<file path="src/shared/srts_pkg.sv">
/*
 * Constants, types and helper arithmetic for the state RAM transfer scheduler.
 * Assumes a single 125 MHz clock domain and word-addressed state memory per type.
 */
// How it works
// - each scan sends coils, then discrete inputs, input registers, holding registers
// - default mode copies the lowest 8192 coil points each scan
// - default mode copies the lowest 8192 discrete input points each scan
// - default register budget is 10K words: 1K input, 9K holding
// - unused share of one register type goes to the other type
// - default holding count rounds up to sixteen unless all are included
// - references above the computed limits are never copied
// - references in the non-transfer hole are skipped
// - custom mode takes each type contiguously from its lowest reference
// - modes: custom counts, whole memory, every-scan set plus multi-scan chunks
// - whole-memory mode sends every configured reference outside the hole each scan
// - area ranges from sixteen holding registers up to whole state memory
// - extra region starts right after the every-scan region, multiple of sixteen
// - extra region is split into equal chunks, one chunk per scan
// - selected data streams to the peer over the 10 megabaud serial link
// - transfer starts by requesting data from the controller at scan start
package srts_pkg;
   localparam int CNT_W  = 17;
   localparam int ADDR_W = 16;

   // mode field encodings
   localparam logic [1:0] MODE_DEFAULT = 2'h0;
   localparam logic [1:0] MODE_CUSTOM  = 2'h1;
   localparam logic [1:0] MODE_WHOLE   = 2'h2;
   localparam logic [1:0] MODE_MULTI   = 2'h3;

   // reference types in transfer order
   localparam logic [1:0] TYPE_COIL = 2'h0;
   localparam logic [1:0] TYPE_DISC = 2'h1;
   localparam logic [1:0] TYPE_INRG = 2'h2;
   localparam logic [1:0] TYPE_HOLD = 2'h3;

   // register byte offsets
   localparam logic [7:0] OFS_CTRL       = 8'h00;
   localparam logic [7:0] OFS_SCANS      = 8'h04;
   localparam logic [7:0] OFS_HOLE_TYPE  = 8'h08;
   localparam logic [7:0] OFS_HOLE_START = 8'h0C;
   localparam logic [3:0] GRP_SIZE       = 4'h1;
   localparam logic [3:0] GRP_CUST       = 4'h2;
   localparam logic [3:0] GRP_EXTRA      = 4'h3;
   localparam logic [7:0] OFS_HOLE_LEN   = 8'h40;
   localparam logic [7:0] OFS_STATUS     = 8'h44;
   localparam logic [7:0] OFS_SENT       = 8'h48;

   // control field positions and reset values
   localparam int         CTRL_MODE_LSB = 0;
   localparam int         CTRL_EN_BIT   = 2;
   localparam logic [7:0] RST_SCANS     = 8'h01;
   localparam logic [16:0] RST_COUNT    = 17'h00000;

   // default transfer area
   localparam logic [16:0] DEF_POINTS     = 17'h02000;
   localparam logic [16:0] DEF_IN_SHARE   = 17'h003E8;
   localparam logic [16:0] DEF_HOLD_SHARE = 17'h02328;

   // link timing
   localparam int         CLK_HZ     = 125000000;
   localparam int         LINK_BAUD  = 10000000;
   localparam int         BIT_CYC    = CLK_HZ / LINK_BAUD;
   localparam logic [4:0] FRAME_BITS = 5'h12;

   typedef logic [CNT_W-1:0] srts_cnt_t;
   typedef enum logic [2:0] {ST_IDLE, ST_PICK, ST_WAIT, ST_SEND, ST_DONE} srts_state_e;

   function automatic srts_cnt_t srts_min(input srts_cnt_t a, input srts_cnt_t b);
      srts_min = (a < b) ? a : b;
   endfunction

   function automatic srts_cnt_t srts_up16(input srts_cnt_t a);
      srts_up16 = (a + 17'h0000F) & 17'h1FFF0;
   endfunction

   // bit types pack sixteen points per word
   function automatic srts_cnt_t srts_words(input logic [1:0] t, input srts_cnt_t n);
      srts_words = t[1] ? n : {4'h0, n[16:4]};
   endfunction
endpackage

</file>
<file path="src/core/srts_limits.sv">
/*
 * Per-type transfer limits: every-scan word count and multi-scan chunk size.
 * Assumes registered configuration inputs; purely combinational.
 */
`timescale 1ns/10ps
module srts_limits (
   input  wire logic [1:0]         mode,
   input  wire logic [7:0]         scans,
   input  wire srts_pkg::srts_cnt_t size    [4],
   input  wire srts_pkg::srts_cnt_t cust    [4],
   input  wire srts_pkg::srts_cnt_t extra   [4],
   output srts_pkg::srts_cnt_t      every_w [4],
   output srts_pkg::srts_cnt_t      chunk_w [4]
);
   srts_pkg::srts_cnt_t refs [4];
   srts_pkg::srts_cnt_t in_share, hd_share, in_lim, hd_lim;
   srts_pkg::srts_cnt_t div;

   // shares, spill-over and rounding of the default area
   always_comb begin
      in_share = srts_pkg::srts_min(size[2], srts_pkg::DEF_IN_SHARE);
      hd_share = srts_pkg::srts_min(size[3], srts_pkg::DEF_HOLD_SHARE);
      in_lim   = srts_pkg::DEF_IN_SHARE + (srts_pkg::DEF_HOLD_SHARE - hd_share);
      hd_lim   = srts_pkg::DEF_HOLD_SHARE + (srts_pkg::DEF_IN_SHARE - in_share);
      div      = (scans == 8'h00) ? 17'h00001 : {9'h000, scans};
      for (int t = 0; t < 4; t++) begin
         case (mode)
            srts_pkg::MODE_DEFAULT: begin
               if (t < 2) begin
                  refs[t] = srts_pkg::srts_min(size[t], srts_pkg::DEF_POINTS);
               end else if (t == 2) begin
                  refs[t] = srts_pkg::srts_min(size[t], in_lim);
               end else begin
                  refs[t] = (size[t] <= hd_lim) ? size[t]
                          : srts_pkg::srts_min(srts_pkg::srts_up16(hd_lim), size[t]);
               end
            end
            srts_pkg::MODE_WHOLE: refs[t] = size[t];
            default:              refs[t] = srts_pkg::srts_min(cust[t], size[t]);
         endcase
         every_w[t] = srts_pkg::srts_words(2'(t), refs[t]);
         chunk_w[t] = (mode == srts_pkg::MODE_MULTI)
                    ? srts_pkg::srts_words(2'(t), extra[t] / div) : 17'h00000;
      end
   end
endmodule

</file>
<file path="src/core/srts_top.sv">
/*
 * State RAM transfer scheduler: AHB-Lite register slave, per-scan sequencing of
 * state memory reads and streaming of the selected words to the peer module.
 * Assumes the controller pulses scan_start and answers each read with rd_valid.
 */
`timescale 1ns/10ps
module srts_top (
   input  wire logic        mclk,
   input  wire logic        sys_rst,
   input  wire logic        ce,
   input  wire logic        hsel,
   input  wire logic [31:0] haddr,
   input  wire logic [1:0]  htrans,
   input  wire logic        hwrite,
   input  wire logic [2:0]  hsize,
   input  wire logic [31:0] hwdata,
   input  wire logic        hready,
   output logic             hreadyout,
   output logic             hresp,
   output logic [31:0]      hrdata,
   input  wire logic        scan_start,
   output logic             rd_req,
   output logic [1:0]       rd_type,
   output logic [15:0]      rd_addr,
   input  wire logic        rd_valid,
   input  wire logic [15:0] rd_data,
   output logic             link_tx,
   output logic             busy,
   output logic             scan_done
);
   // configuration
   logic [1:0]          ctrl_mode;
   logic                ctrl_en;
   logic [7:0]          scans;
   logic [1:0]          hole_type;
   logic [15:0]         hole_start;
   srts_pkg::srts_cnt_t hole_len;
   srts_pkg::srts_cnt_t size    [4];
   srts_pkg::srts_cnt_t cust    [4];
   srts_pkg::srts_cnt_t extra   [4];
   srts_pkg::srts_cnt_t every_w [4];
   srts_pkg::srts_cnt_t chunk_w [4];
   srts_pkg::srts_cnt_t chunk_off [4];
   // sequencing
   srts_pkg::srts_state_e state;
   logic [2:0]          seg;
   srts_pkg::srts_cnt_t pos;
   srts_pkg::srts_cnt_t sent;
   srts_pkg::srts_cnt_t sent_last;
   logic [7:0]          scan_idx;
   logic [15:0]         word;
   logic                tx_valid;
   logic                tx_ready;
   // bus
   logic                ap_wr;
   logic [7:0]          ap_ofs;
   logic [31:0]         next_rdata;
   // segment view
   logic [1:0]          cur_t;
   srts_pkg::srts_cnt_t seg_len, seg_addr, size_w;
   logic                in_hole;
   logic [1:0]          last_type;

   srts_limits u_limits (
      .mode    (ctrl_mode),
      .scans   (scans),
      .size    (size),
      .cust    (cust),
      .extra   (extra),
      .every_w (every_w),
      .chunk_w (chunk_w)
   );

   srts_txser u_txser (
      .mclk     (mclk),
      .sys_rst  (sys_rst),
      .ce       (ce),
      .tx_valid (tx_valid),
      .tx_word  (word),
      .tx_ready (tx_ready),
      .link_tx  (link_tx)
   );

   // read mux for the address phase
   always_comb begin
      next_rdata = 32'h00000000;
      if (haddr[31:8] == 24'h000000) begin
         case (haddr[7:4])
            srts_pkg::GRP_SIZE:  next_rdata = {15'h0000, size[haddr[3:2]]};
            srts_pkg::GRP_CUST:  next_rdata = {15'h0000, cust[haddr[3:2]]};
            srts_pkg::GRP_EXTRA: next_rdata = {15'h0000, extra[haddr[3:2]]};
            default: begin
               case (haddr[7:0])
                  srts_pkg::OFS_CTRL:       next_rdata = {29'h00000000, ctrl_en, ctrl_mode};
                  srts_pkg::OFS_SCANS:      next_rdata = {24'h000000, scans};
                  srts_pkg::OFS_HOLE_TYPE:  next_rdata = {30'h00000000, hole_type};
                  srts_pkg::OFS_HOLE_START: next_rdata = {16'h0000, hole_start};
                  srts_pkg::OFS_HOLE_LEN:   next_rdata = {15'h0000, hole_len};
                  srts_pkg::OFS_STATUS:     next_rdata = {20'h00000, scan_idx, seg, busy};
                  srts_pkg::OFS_SENT:       next_rdata = {15'h0000, sent_last};
                  default:                  next_rdata = 32'h00000000;
               endcase
            end
         endcase
      end
   end

   // ahb-lite slave: zero wait states, read data captured in the address phase
   always_ff @(posedge mclk) begin
      if (sys_rst) begin
         ap_wr     <= 1'b0;
         ap_ofs    <= 8'h00;
         hrdata    <= 32'h00000000;
         hreadyout <= 1'b1;
         hresp     <= 1'b0;
      end else if (ce) begin
         ap_wr <= 1'b0;
         if (hready && hsel && htrans[1]) begin
            ap_wr  <= hwrite && (haddr[31:8] == 24'h000000);
            ap_ofs <= haddr[7:0];
            if (!hwrite) begin
               hrdata <= next_rdata;
            end
         end
      end
   end

   // register writes in the data phase
   always_ff @(posedge mclk) begin
      if (sys_rst) begin
         ctrl_mode  <= srts_pkg::MODE_DEFAULT;
         ctrl_en    <= 1'b0;
         scans      <= srts_pkg::RST_SCANS;
         hole_type  <= srts_pkg::TYPE_COIL;
         hole_start <= 16'h0000;
         hole_len   <= srts_pkg::RST_COUNT;
         for (int t = 0; t < 4; t++) begin
            size[t]  <= srts_pkg::RST_COUNT;
            cust[t]  <= srts_pkg::RST_COUNT;
            extra[t] <= srts_pkg::RST_COUNT;
         end
      end else if (ce && ap_wr) begin
         case (ap_ofs[7:4])
            srts_pkg::GRP_SIZE:  size[ap_ofs[3:2]]  <= hwdata[16:0];
            srts_pkg::GRP_CUST:  cust[ap_ofs[3:2]]  <= hwdata[16:0];
            srts_pkg::GRP_EXTRA: extra[ap_ofs[3:2]] <= hwdata[16:0];
            default: begin
               case (ap_ofs)
                  srts_pkg::OFS_CTRL: begin
                     ctrl_mode <= hwdata[srts_pkg::CTRL_MODE_LSB +: 2];
                     ctrl_en   <= hwdata[srts_pkg::CTRL_EN_BIT];
                  end
                  srts_pkg::OFS_SCANS:      scans      <= hwdata[7:0];
                  srts_pkg::OFS_HOLE_TYPE:  hole_type  <= hwdata[1:0];
                  srts_pkg::OFS_HOLE_START: hole_start <= hwdata[15:0];
                  srts_pkg::OFS_HOLE_LEN:   hole_len   <= hwdata[16:0];
                  default: ;
               endcase
            end
         endcase
      end
   end

   // current segment: even seg is the every-scan region, odd seg the extra chunk
   always_comb begin
      cur_t    = seg[2:1];
      seg_len  = seg[0] ? chunk_w[cur_t] : every_w[cur_t];
      seg_addr = (seg[0] ? every_w[cur_t] + chunk_off[cur_t] : 17'h00000) + pos;
      size_w   = srts_pkg::srts_words(cur_t, size[cur_t]);
      in_hole  = (hole_len != 17'h00000) && (cur_t == hole_type)
              && (seg_addr >= {1'b0, hole_start})
              && (seg_addr < ({1'b0, hole_start} + hole_len));
   end

   // per-scan sequencer
   always_ff @(posedge mclk) begin
      if (sys_rst) begin
         state     <= srts_pkg::ST_IDLE;
         seg       <= 3'h0;
         pos       <= 17'h00000;
         sent      <= 17'h00000;
         sent_last <= 17'h00000;
         word      <= 16'h0000;
         rd_req    <= 1'b0;
         rd_type   <= 2'h0;
         rd_addr   <= 16'h0000;
         tx_valid  <= 1'b0;
         busy      <= 1'b0;
         scan_done <= 1'b0;
      end else if (ce) begin
         rd_req    <= 1'b0;
         tx_valid  <= 1'b0;
         scan_done <= 1'b0;
         case (state)
            srts_pkg::ST_IDLE: begin
               if (scan_start && ctrl_en) begin
                  busy  <= 1'b1;
                  seg   <= 3'h0;
                  pos   <= 17'h00000;
                  sent  <= 17'h00000;
                  state <= srts_pkg::ST_PICK;
               end
            end
            srts_pkg::ST_PICK: begin
               if (pos >= seg_len) begin
                  pos <= 17'h00000;
                  if (seg == 3'h7) begin
                     state <= srts_pkg::ST_DONE;
                  end else begin
                     seg <= seg + 3'h1;
                  end
               end else if (in_hole || seg_addr >= size_w) begin
                  pos <= pos + 17'h00001;
               end else begin
                  rd_req  <= 1'b1;
                  rd_type <= cur_t;
                  rd_addr <= seg_addr[15:0];
                  state   <= srts_pkg::ST_WAIT;
               end
            end
            srts_pkg::ST_WAIT: begin
               if (rd_valid) begin
                  word  <= rd_data;
                  state <= srts_pkg::ST_SEND;
               end
            end
            srts_pkg::ST_SEND: begin
               if (tx_ready) begin
                  tx_valid <= 1'b1;
                  pos      <= pos + 17'h00001;
                  sent     <= sent + 17'h00001;
                  state    <= srts_pkg::ST_PICK;
               end
            end
            srts_pkg::ST_DONE: begin
               busy      <= 1'b0;
               scan_done <= 1'b1;
               sent_last <= sent;
               state     <= srts_pkg::ST_IDLE;
            end
            default: state <= srts_pkg::ST_IDLE;
         endcase
      end
   end

   // chunk rotation across scans
   always_ff @(posedge mclk) begin
      if (sys_rst) begin
         scan_idx <= 8'h00;
         for (int t = 0; t < 4; t++) begin
            chunk_off[t] <= 17'h00000;
         end
      end else if (ce) begin
         if (ctrl_mode != srts_pkg::MODE_MULTI) begin
            scan_idx <= 8'h00;
            for (int t = 0; t < 4; t++) begin
               chunk_off[t] <= 17'h00000;
            end
         end else if (state == srts_pkg::ST_DONE) begin
            if (scan_idx + 8'h01 >= scans) begin
               scan_idx <= 8'h00;
               for (int t = 0; t < 4; t++) begin
                  chunk_off[t] <= 17'h00000;
               end
            end else begin
               scan_idx <= scan_idx + 8'h01;
               for (int t = 0; t < 4; t++) begin
                  chunk_off[t] <= chunk_off[t] + chunk_w[t];
               end
            end
         end
      end
   end

   // type of the last read in this scan, for order checking
   always_ff @(posedge mclk) begin
      if (sys_rst) begin
         last_type <= 2'h0;
      end else if (ce) begin
         if (state == srts_pkg::ST_IDLE) begin
            last_type <= 2'h0;
         end else if (rd_req) begin
            last_type <= rd_type;
         end
      end
   end
endmodule

</file>
<file path="src/core/srts_txser.sv">
/*
 * Serial link transmitter: one 16-bit word per frame, start bit, LSB first, stop bit.
 * Assumes the line idles high and the peer samples at the link baud rate.
 */
`timescale 1ns/10ps
module srts_txser (
   input  wire logic        mclk,
   input  wire logic        sys_rst,
   input  wire logic        ce,
   input  wire logic        tx_valid,
   input  wire logic [15:0] tx_word,
   output logic             tx_ready,
   output logic             link_tx
);
   logic [17:0] shift;
   logic [4:0]  bits_left;
   logic [7:0]  baud_cnt;

   // frame shifter paced by the baud counter
   always_ff @(posedge mclk) begin
      if (sys_rst) begin
         shift     <= 18'h3FFFF;
         bits_left <= 5'h00;
         baud_cnt  <= 8'h00;
         tx_ready  <= 1'b1;
         link_tx   <= 1'b1;
      end else if (ce) begin
         if (tx_valid && tx_ready) begin
            shift     <= {1'b1, tx_word, 1'b0};
            bits_left <= srts_pkg::FRAME_BITS;
            baud_cnt  <= 8'h00;
            tx_ready  <= 1'b0;
         end else if (bits_left != 5'h00) begin
            if (baud_cnt == 8'h00) begin
               link_tx   <= shift[0];
               shift     <= {1'b1, shift[17:1]};
               bits_left <= bits_left - 5'h01;
               baud_cnt  <= 8'(srts_pkg::BIT_CYC - 1);
            end else begin
               baud_cnt <= baud_cnt - 8'h01;
            end
         end else if (baud_cnt != 8'h00) begin
            baud_cnt <= baud_cnt - 8'h01;               // hold the stop bit a full period
         end else begin
            tx_ready <= 1'b1;
         end
      end
   end
endmodule

</file>
<file path="config.mk">
export PLATFORM = sky130hd
export DESIGN_NAME = srts_top
export DESIGN_NICKNAME = d
export VERILOG_FILES = /design/src/shared/srts_pkg.sv /design/src/core/srts_limits.sv /design/src/core/srts_top.sv /design/src/core/srts_txser.sv
export SDC_FILE = /design/constraint.sdc
export NUM_CORES = 2
export LEC_CHECK = 0
export BUFFER_PORTS_ARGS = -buffer_cell sky130_fd_sc_hd__clkbuf_2
export CAP_MARGIN = 20
export CORE_ASPECT_RATIO = 0.7
export CORE_UTILIZATION = 25
export CTS_CLUSTER_DIAMETER = 100
export DETAILED_ROUTE_END_ITERATION = 16
export PLACE_DENSITY = 0.47
export SETUP_SLACK_MARGIN = 0.1
export SYNTH_ARGS = -nofsm -noshare
export SYNTH_HDL_FRONTEND = slang
export SYNTH_SLANG_ARGS = --single-unit
export TNS_END_PERCENT = 20
</file>
<file path="constraint.sdc">
create_clock -name mclk -period 92.4 [get_ports mclk]
set_input_delay 4.62 -clock mclk [delete_from_list [all_inputs] [get_ports mclk]]
set_output_delay 4.62 -clock mclk [all_outputs]
set_load 0.01 [all_outputs]
</file>
=== Yosys cells after proc, flatten, opt, wreduce, memory -nomap -nowiden ===
Memories as Yosys holds them, arrays and structs flattened. A register that Yosys moved wholly into a read port is not among the register bits.
Index checks and enable logic that the tools add are counted.
Widths: inputs -> output; s select.

* Flip-flop bits (word level): 427
* Memory bits (writable): 68
* Input port bits: 93
* Memories kept: 1

{| class="wikitable"
|+ Memory list
! name !! depth !! bits a word !! rd ports !! clocked after memory_dff !! wr ports !! RTL line !! text
|-
| chunk_off || 4 || 17 || 5 || 1 || 4 || srts_top.sv:43 || <nowiki>srts_pkg::srts_cnt_t chunk_off [4];</nowiki>
|}

* Add/sub/neg operators: 18
* Div/mod/pow operators: 4
* Magnitude comparators: 20
* Eq/ne operators: 35
* Muxes and demuxes: 124
* Bitwise logic cells: 20
* Reductions and logical operators: 53

{| class="wikitable"
|+ Operator list
! operator !! number
|-
| $mux 17 || 47
|-
| $bmux 17 s2 || 6
|-
| $bwmux 68 || 3
|-
| $pmux 17 s2 || 5
|-
| $lt 17x17->1 || 7
|-
| $pmux 17 s7 || 1
|-
| $add 17x17->17 || 6
|-
| $pmux 17 s3 || 2
|-
| $div 17x17->17 || 4
|-
| $mux 8 || 8
|-
| $mux 18 || 3
|-
| $lt 17x14->1 const B || 3
|-
| $add 17x1->17 const B || 2
|-
| $demux 17 s2 || 1
|-
| $ge 17x17->1 || 2
|-
| $eq 8x4->1 const B || 4
|-
| $eq 8x7->1 const B || 4
|-
| $logic_not 8->1 || 4
|-
| $reduce_and 3->1 || 10
|-
| $mux 1 || 29
|-
| $mux 3 || 9
|-
| $mux 13 || 2
|-
| $logic_not 24->1 || 1
|-
| $add 10x17->17 const A || 1
|-
| other kinds (48) || 110
|}

=== Logic depth before layout (Yosys ltp) ===
* Depth in word-level cells: 22
* Gate-level depth with buffers: 195
* Mapped depth without buffers: 175

=== By module ===
From an unflattened synthesis, not the netlist that was laid out.

* Cell total of the unflattened synthesis: 6455
* Area total of the unflattened synthesis: 50947.6 um^2

{| class="wikitable"
|+ By module, submodules not included
! module !! times used !! cells each !! area an instance (um^2)
|-
| srts_top || 1 || 3091 || 27078.5
|-
| srts_limits || 1 || 3170 || 22250.1
|-
| srts_txser || 1 || 194 || 1619.1
|}

=== Worst setup path after synthesis ===
Ideal clock, no wire load.

* Kind: register to register
* From: register scans[6]
* To: register rd_addr[10]
* Library setup time: 0.128 ns
* Arrival time: 39.607 ns
* Required time: 92.272 ns
* Setup slack: 52.665 ns
* Cell stages (with the launch flop): 191
* Path buffers: 24
* Period minus slack after synthesis: 39.735 ns
* Cell sequence: dfxtp_1 > clkbuf_1 > nor4_2 > buf_4 > buf_2 > a21oi_1 > clkbuf_1 > clkbuf_1 > clkbuf_1 > buf_1 > clkbuf_1 > clkbuf_1 > buf_1 > ha_1 > or4b_2 > o211ai_1 > a21oi_1 > ha_1 > [155 not listed] > a21o_1 > a21o_1 > a21o_1 > a21o_1 > a21o_1 > a21o_1 > a21o_1 > a21o_1 > a21o_1 > a21o_1 > a21oi_1 > nor2b_1 > or3_1 > nor4_1 > buf_1 > buf_1 > mux2i_1 > nor2_1

* Cells in the longest elaborated chain, start to end: 11
* Elaborated cells between the ends (all ways): 17
* Classes of those cells: div: 4; order compare: 1; mux: 9; bitwise: 1; reduce/logical: 2

{| class="wikitable"
|+ RTL lines
! what !! RTL line !! text
|-
| start, declared || srts_top.sv:34 || <nowiki>logic [7:0] scans;</nowiki>
|-
| start signal, assigned || srts_top.sv:133 || <nowiki>scans <= srts_pkg::RST_SCANS;</nowiki>
|-
| start signal, assigned || srts_top.sv:153 || <nowiki>srts_pkg::OFS_SCANS: scans <= hwdata[7:0];</nowiki>
|-
| $logic_not 8->1 || srts_limits.sv:25 || <nowiki>div = (scans == 8'h00) ? 17'h00001 : {9'h000, scans};</nowiki>
|-
| $mux 8 (*) || srts_limits.sv:25 ||
|-
| $div 17x17->17 || srts_limits.sv:43 || <nowiki>? srts_pkg::srts_words(2'(t), extra[t] / div) : 17'h00000;</nowiki>
|-
| $mux 17 or $mux 13 (tied branches) || srts_limits.sv:43 ||
|-
| $bmux 17 s2 (*) || srts_top.sv:167 || <nowiki>seg_len = seg[0] ? chunk_w[cur_t] : every_w[cur_t];</nowiki>
|-
| $mux 17 (implied by the code) (*) (2 in series) || srts_top.sv:167 ||
|-
| $mux 17 (*) || srts_top.sv:167 ||
|-
| $ge 17x17->1 (*) || srts_top.sv:205 || <nowiki>if (pos >= seg_len) begin</nowiki>
|-
| $not 1->1 (no source line) (*) || n/a ||
|-
| $reduce_and 4->1 (no source line) (*) || n/a ||
|-
| end signal, assigned || srts_top.sv:217 || <nowiki>rd_addr <= seg_addr[15:0];</nowiki>
|-
| end, declared || srts_top.sv:24 || <nowiki>output logic [15:0] rd_addr,</nowiki>
|}

Mark *: on every way between the ends. The rest lies on a longest branch, timed or not. The select of a mux whose other input is x is not followed.
A chain may end at the register's enable or synchronous reset.

=== Worst setup path in the final report ===
* From: register scans[2]
* To: register pos[6]

* Cells in the longest elaborated chain, start to end: 11
* Elaborated cells between the ends (all ways): 19
* Classes of those cells: div: 4; order compare: 1; eq/ne: 1; mux: 11; reduce/logical: 2

{| class="wikitable"
|+ RTL lines
! what !! RTL line !! text
|-
| $logic_not 8->1 || srts_limits.sv:25 ||
|-
| $mux 8 (*) || srts_limits.sv:25 ||
|-
| $div 17x17->17 || srts_limits.sv:43 ||
|-
| $mux 17 or $mux 13 (tied branches) || srts_limits.sv:43 ||
|-
| $bmux 17 s2 (*) || srts_top.sv:167 ||
|-
| $mux 17 (implied by the code) (*) (2 in series) || srts_top.sv:167 ||
|-
| $mux 17 (*) || srts_top.sv:167 ||
|-
| $ge 17x17->1 (*) || srts_top.sv:205 ||
|-
| $ne 3x3->1 (no source line) or $mux 17 (tied branches) || n/a ||
|-
| $reduce_and 5->1 (no source line) or $pmux 17 s3 (tied branches) || n/a ||
|-
| end signal, assigned || srts_top.sv:213 || <nowiki>pos <= pos + 17'h00001;</nowiki>
|-
| end signal, assigned || srts_top.sv:230 || <nowiki>pos <= pos + 17'h00001;</nowiki>
|-
| end, declared || srts_top.sv:47 || <nowiki>srts_pkg::srts_cnt_t pos;</nowiki>
|}

Marked as above.

==> impl_metrics.tcl <==
set metrics [dict create \
    hold_class "flip-flop to flip-flop" \
    critPathMaxFanout 18 \
    htree_levels 2 \
    rows 136 \
    grt_max_degree 190 \
    setup_tns_ns 0 \
    slowest_stage "or4_1" \
    tightest_slew_ns 1.26 \
    start_util_pct 25.2 \
    core_region_area_mm2 0.197 \
    ctsHoldBuffers 0 \
    startpoint_type "flip-flop" \
    max-clock-path-buffers 3 \
    wl_per_cell_um 21.7 \
    final_cell_mix "nand2_1 (868), a21oi_1 (643), ha_1 (643)" \
    syn_inst 6337 \
    cts_setup_buffers 0 \
    ir_drop_mv 0.0135 \
    synth-simple-area-share_pct 20.2 \
    grt_pass1_wl_mm 288 \
    crit_type "flip-flop to flip-flop" \
    fin_ws_ns 46.33 \
    drc 0 \
    min_from "hrdata[12]" \
    grt.overflow.total 0 \
    place_congestion 0.901 \
    via_count 47900 \
    rsz0062_at_grt "no" \
    ys_ff_latch 481 \
    p_per_area_mw_per_mm2 8.96 \
    num-nets-final 7038 \
    status "finished, final reports clean" \
    max_freq_mhz 21.7 \
    synth_compound_area_share_pct 23.2 \
    grt_pass1_vias 44200 \
    crit_path_start "scans[2]" \
    synthArstFlopShare_pct 0 \
    io_pins 149 \
    crit_family "compound AO/OA/AOI/OAI gates" \
    drv_cap 0 \
    cp.arrival_ns 46.65 \
    leakagePower_nw 22.0 \
    clock_skew_ns 0.0572 \
    synth_edf_count 68 \
    drt_iter0_markers 4537 \
    numPortBuffers 112 \
    synthMuxAreaShare_pct 9.56 \
    synth_ff_type "dfxtp_1" \
    crit_required_ns 92.98 \
    slew_violations 0 \
    syn-mean-instance-area_um2 7.83 \
    period_share_pct 49.9 \
    die_area_mm2 0.200 \
    final-hold-violation-count 0 \
    cts_sinks 481 \
    place_inst 8856 \
    die_h_um 375 \
    max_slew_margin_pct 15.2 \
    yosys.cell_types.count 113 \
    synth_adder_area_share_pct 16.5 \
    cp-end-kind "flip-flop" \
    wl_mm 195 \
    grtUsageTotal_pct 18.9 \
    clk_pin_slew_ns 0.07 \
    synth_xor_area_share_pct 4.76 \
    cts_tree "done" \
    path_buf_inv 8 \
    drt-pass1-iter-count 7 \
    insertion_delay_ns 0.68 \
    yosysSeqAreaShare_pct 20.8 \
    layout_commonest_cell "nand2_1" \
    antenna_found_initial 11 \
    via_per_inst 5.34 \
    fin_cells 8962 \
    crit_top_cell "a21o_1" \
    r2r_start "scans[2]" \
    cts-buffers-inserted 53 \
    finalPower_uw 494 \
    area_delta_synth_final_pct 11.0 \
    yosysWarnings 0 \
    fin_crit_ns 46.07 \
    layout-drive-gt1-share_pct 9.69 \
    ant_nets 0 \
    hpwl_mm 149 \
    setup_viol_count_final 0 \
    slowest_delay_ns 0.82 \
    clock-root-buffer "clkbuf_16" \
    place_ws_ns 46.69 \
    utilization_pct 28.0 \
    cts_resized 0 \
    synth_top_family_by_area "compound AO/OA/AOI/OAI gates" \
    syn_area_mm2 0.0496 \
    die_w_um 534 \
]
[report_power, final]
| part | internal [mW] | total, mW | switching, mW | leakage [nW] |
|---|---|---|---|---|
| Clock | 0.139 | 0.242 | 0.103 | 0.933 |
| Combinational | 0.0107 | 0.0345 | 0.0238 | 16.9 |
| Sequential | 0.214 | 0.217 | 0.00283 | 4.11 |
[per-layer routing]
layer | up-vias | share of wire [%] | global-route usage (%)
li1 | 22900 | - | -
met1 | 23100 | 51 | 29.7
met2 | 1581 | 38 | 25.6
met3 | 210 | 8.7 | 3.58
met4 | 4 | 2.2 | 4.05
met5 | - | 0.014 | 0
[flip-flops by register name, summed over array words and instances, names as in the netlist, 17 cells and up, named ones only]
| register | cells |
|---|---|
| pos | 17 |
| chunk_off | 68 |
| size | 68 |
| u_txser.shift | 17 |
| extra | 68 |
| sent_last | 17 |
| cust | 68 |
| sent | 17 |
| hole_len | 17 |
| hrdata | 17 |
[cells by family after synthesis]
logic type	count (synthesis)
fa+ha+maj	651
other cells	2
mux	346
xor+xnor	268
compound gates	1776
buf+inv	627
simple gates	2186
flops	481
[path summary, 6_finish.rpt]
kind           endpoint  slack (ns)  cells after the start
min          hrdata[12]        0.45                      2
min reg2reg  hrdata[12]        0.45                      2
max              pos[6]       46.33                    169
max reg2reg      pos[6]       46.33                    169
[tightest hold or removal path, stage by stage, from the launching register on]
cell     delay [ns]
dfxtp_1        0.31
nand2_1        0.05
a21oi_1        0.05
[final cells by class]
type	count	area, um2
well taps	2622	3280
clock buffers	69	1480
clock inverters	28	429
multi-input cells	5259	37100
diodes	3	7.51
flip-flops and latches	481	10300
inverters	278	1040
repair buffers	222	1420
fillers	21200	142000
[Yosys cell counts, types with 83 or more instances]
library cell / number / area, um2
xor2_1: 83 / 727
nand3_1: 86 / 430
ha_1: 643 / 8050
nand2_1: 869 / 3260
xnor2_1: 184 / 1610
o21bai_1: 85 / 638
dfxtp_1: 413 / 8270
inv_1: 276 / 1040
mux2i_1: 140 / 1400
nor3_1: 234 / 1170
a21oi_1: 644 / 3220
mux4_2: 89 / 2000
mux2_2: 113 / 1270
nor2_1: 526 / 1970
o31ai_1: 93 / 698
a21o_1: 182 / 1370
o21ai_0: 203 / 1020
o21a_1: 201 / 1510
clkbuf_1: 286 / 1070
[metrics by stage]
| step | hold slack [ns] | area, um2 |
|---|---|---|
| final | 0.454 | 55100 |
| after floorplan | 0.431 | 49700 |
| after global routing | 0.479 | 55100 |
| after detailed placement | 0.443 | 53100 |
| after CTS | 0.453 | 55000 |
| after global placement | 0.438 | 53100 |
Note: power is estimated with default switching activity, not from simulation.
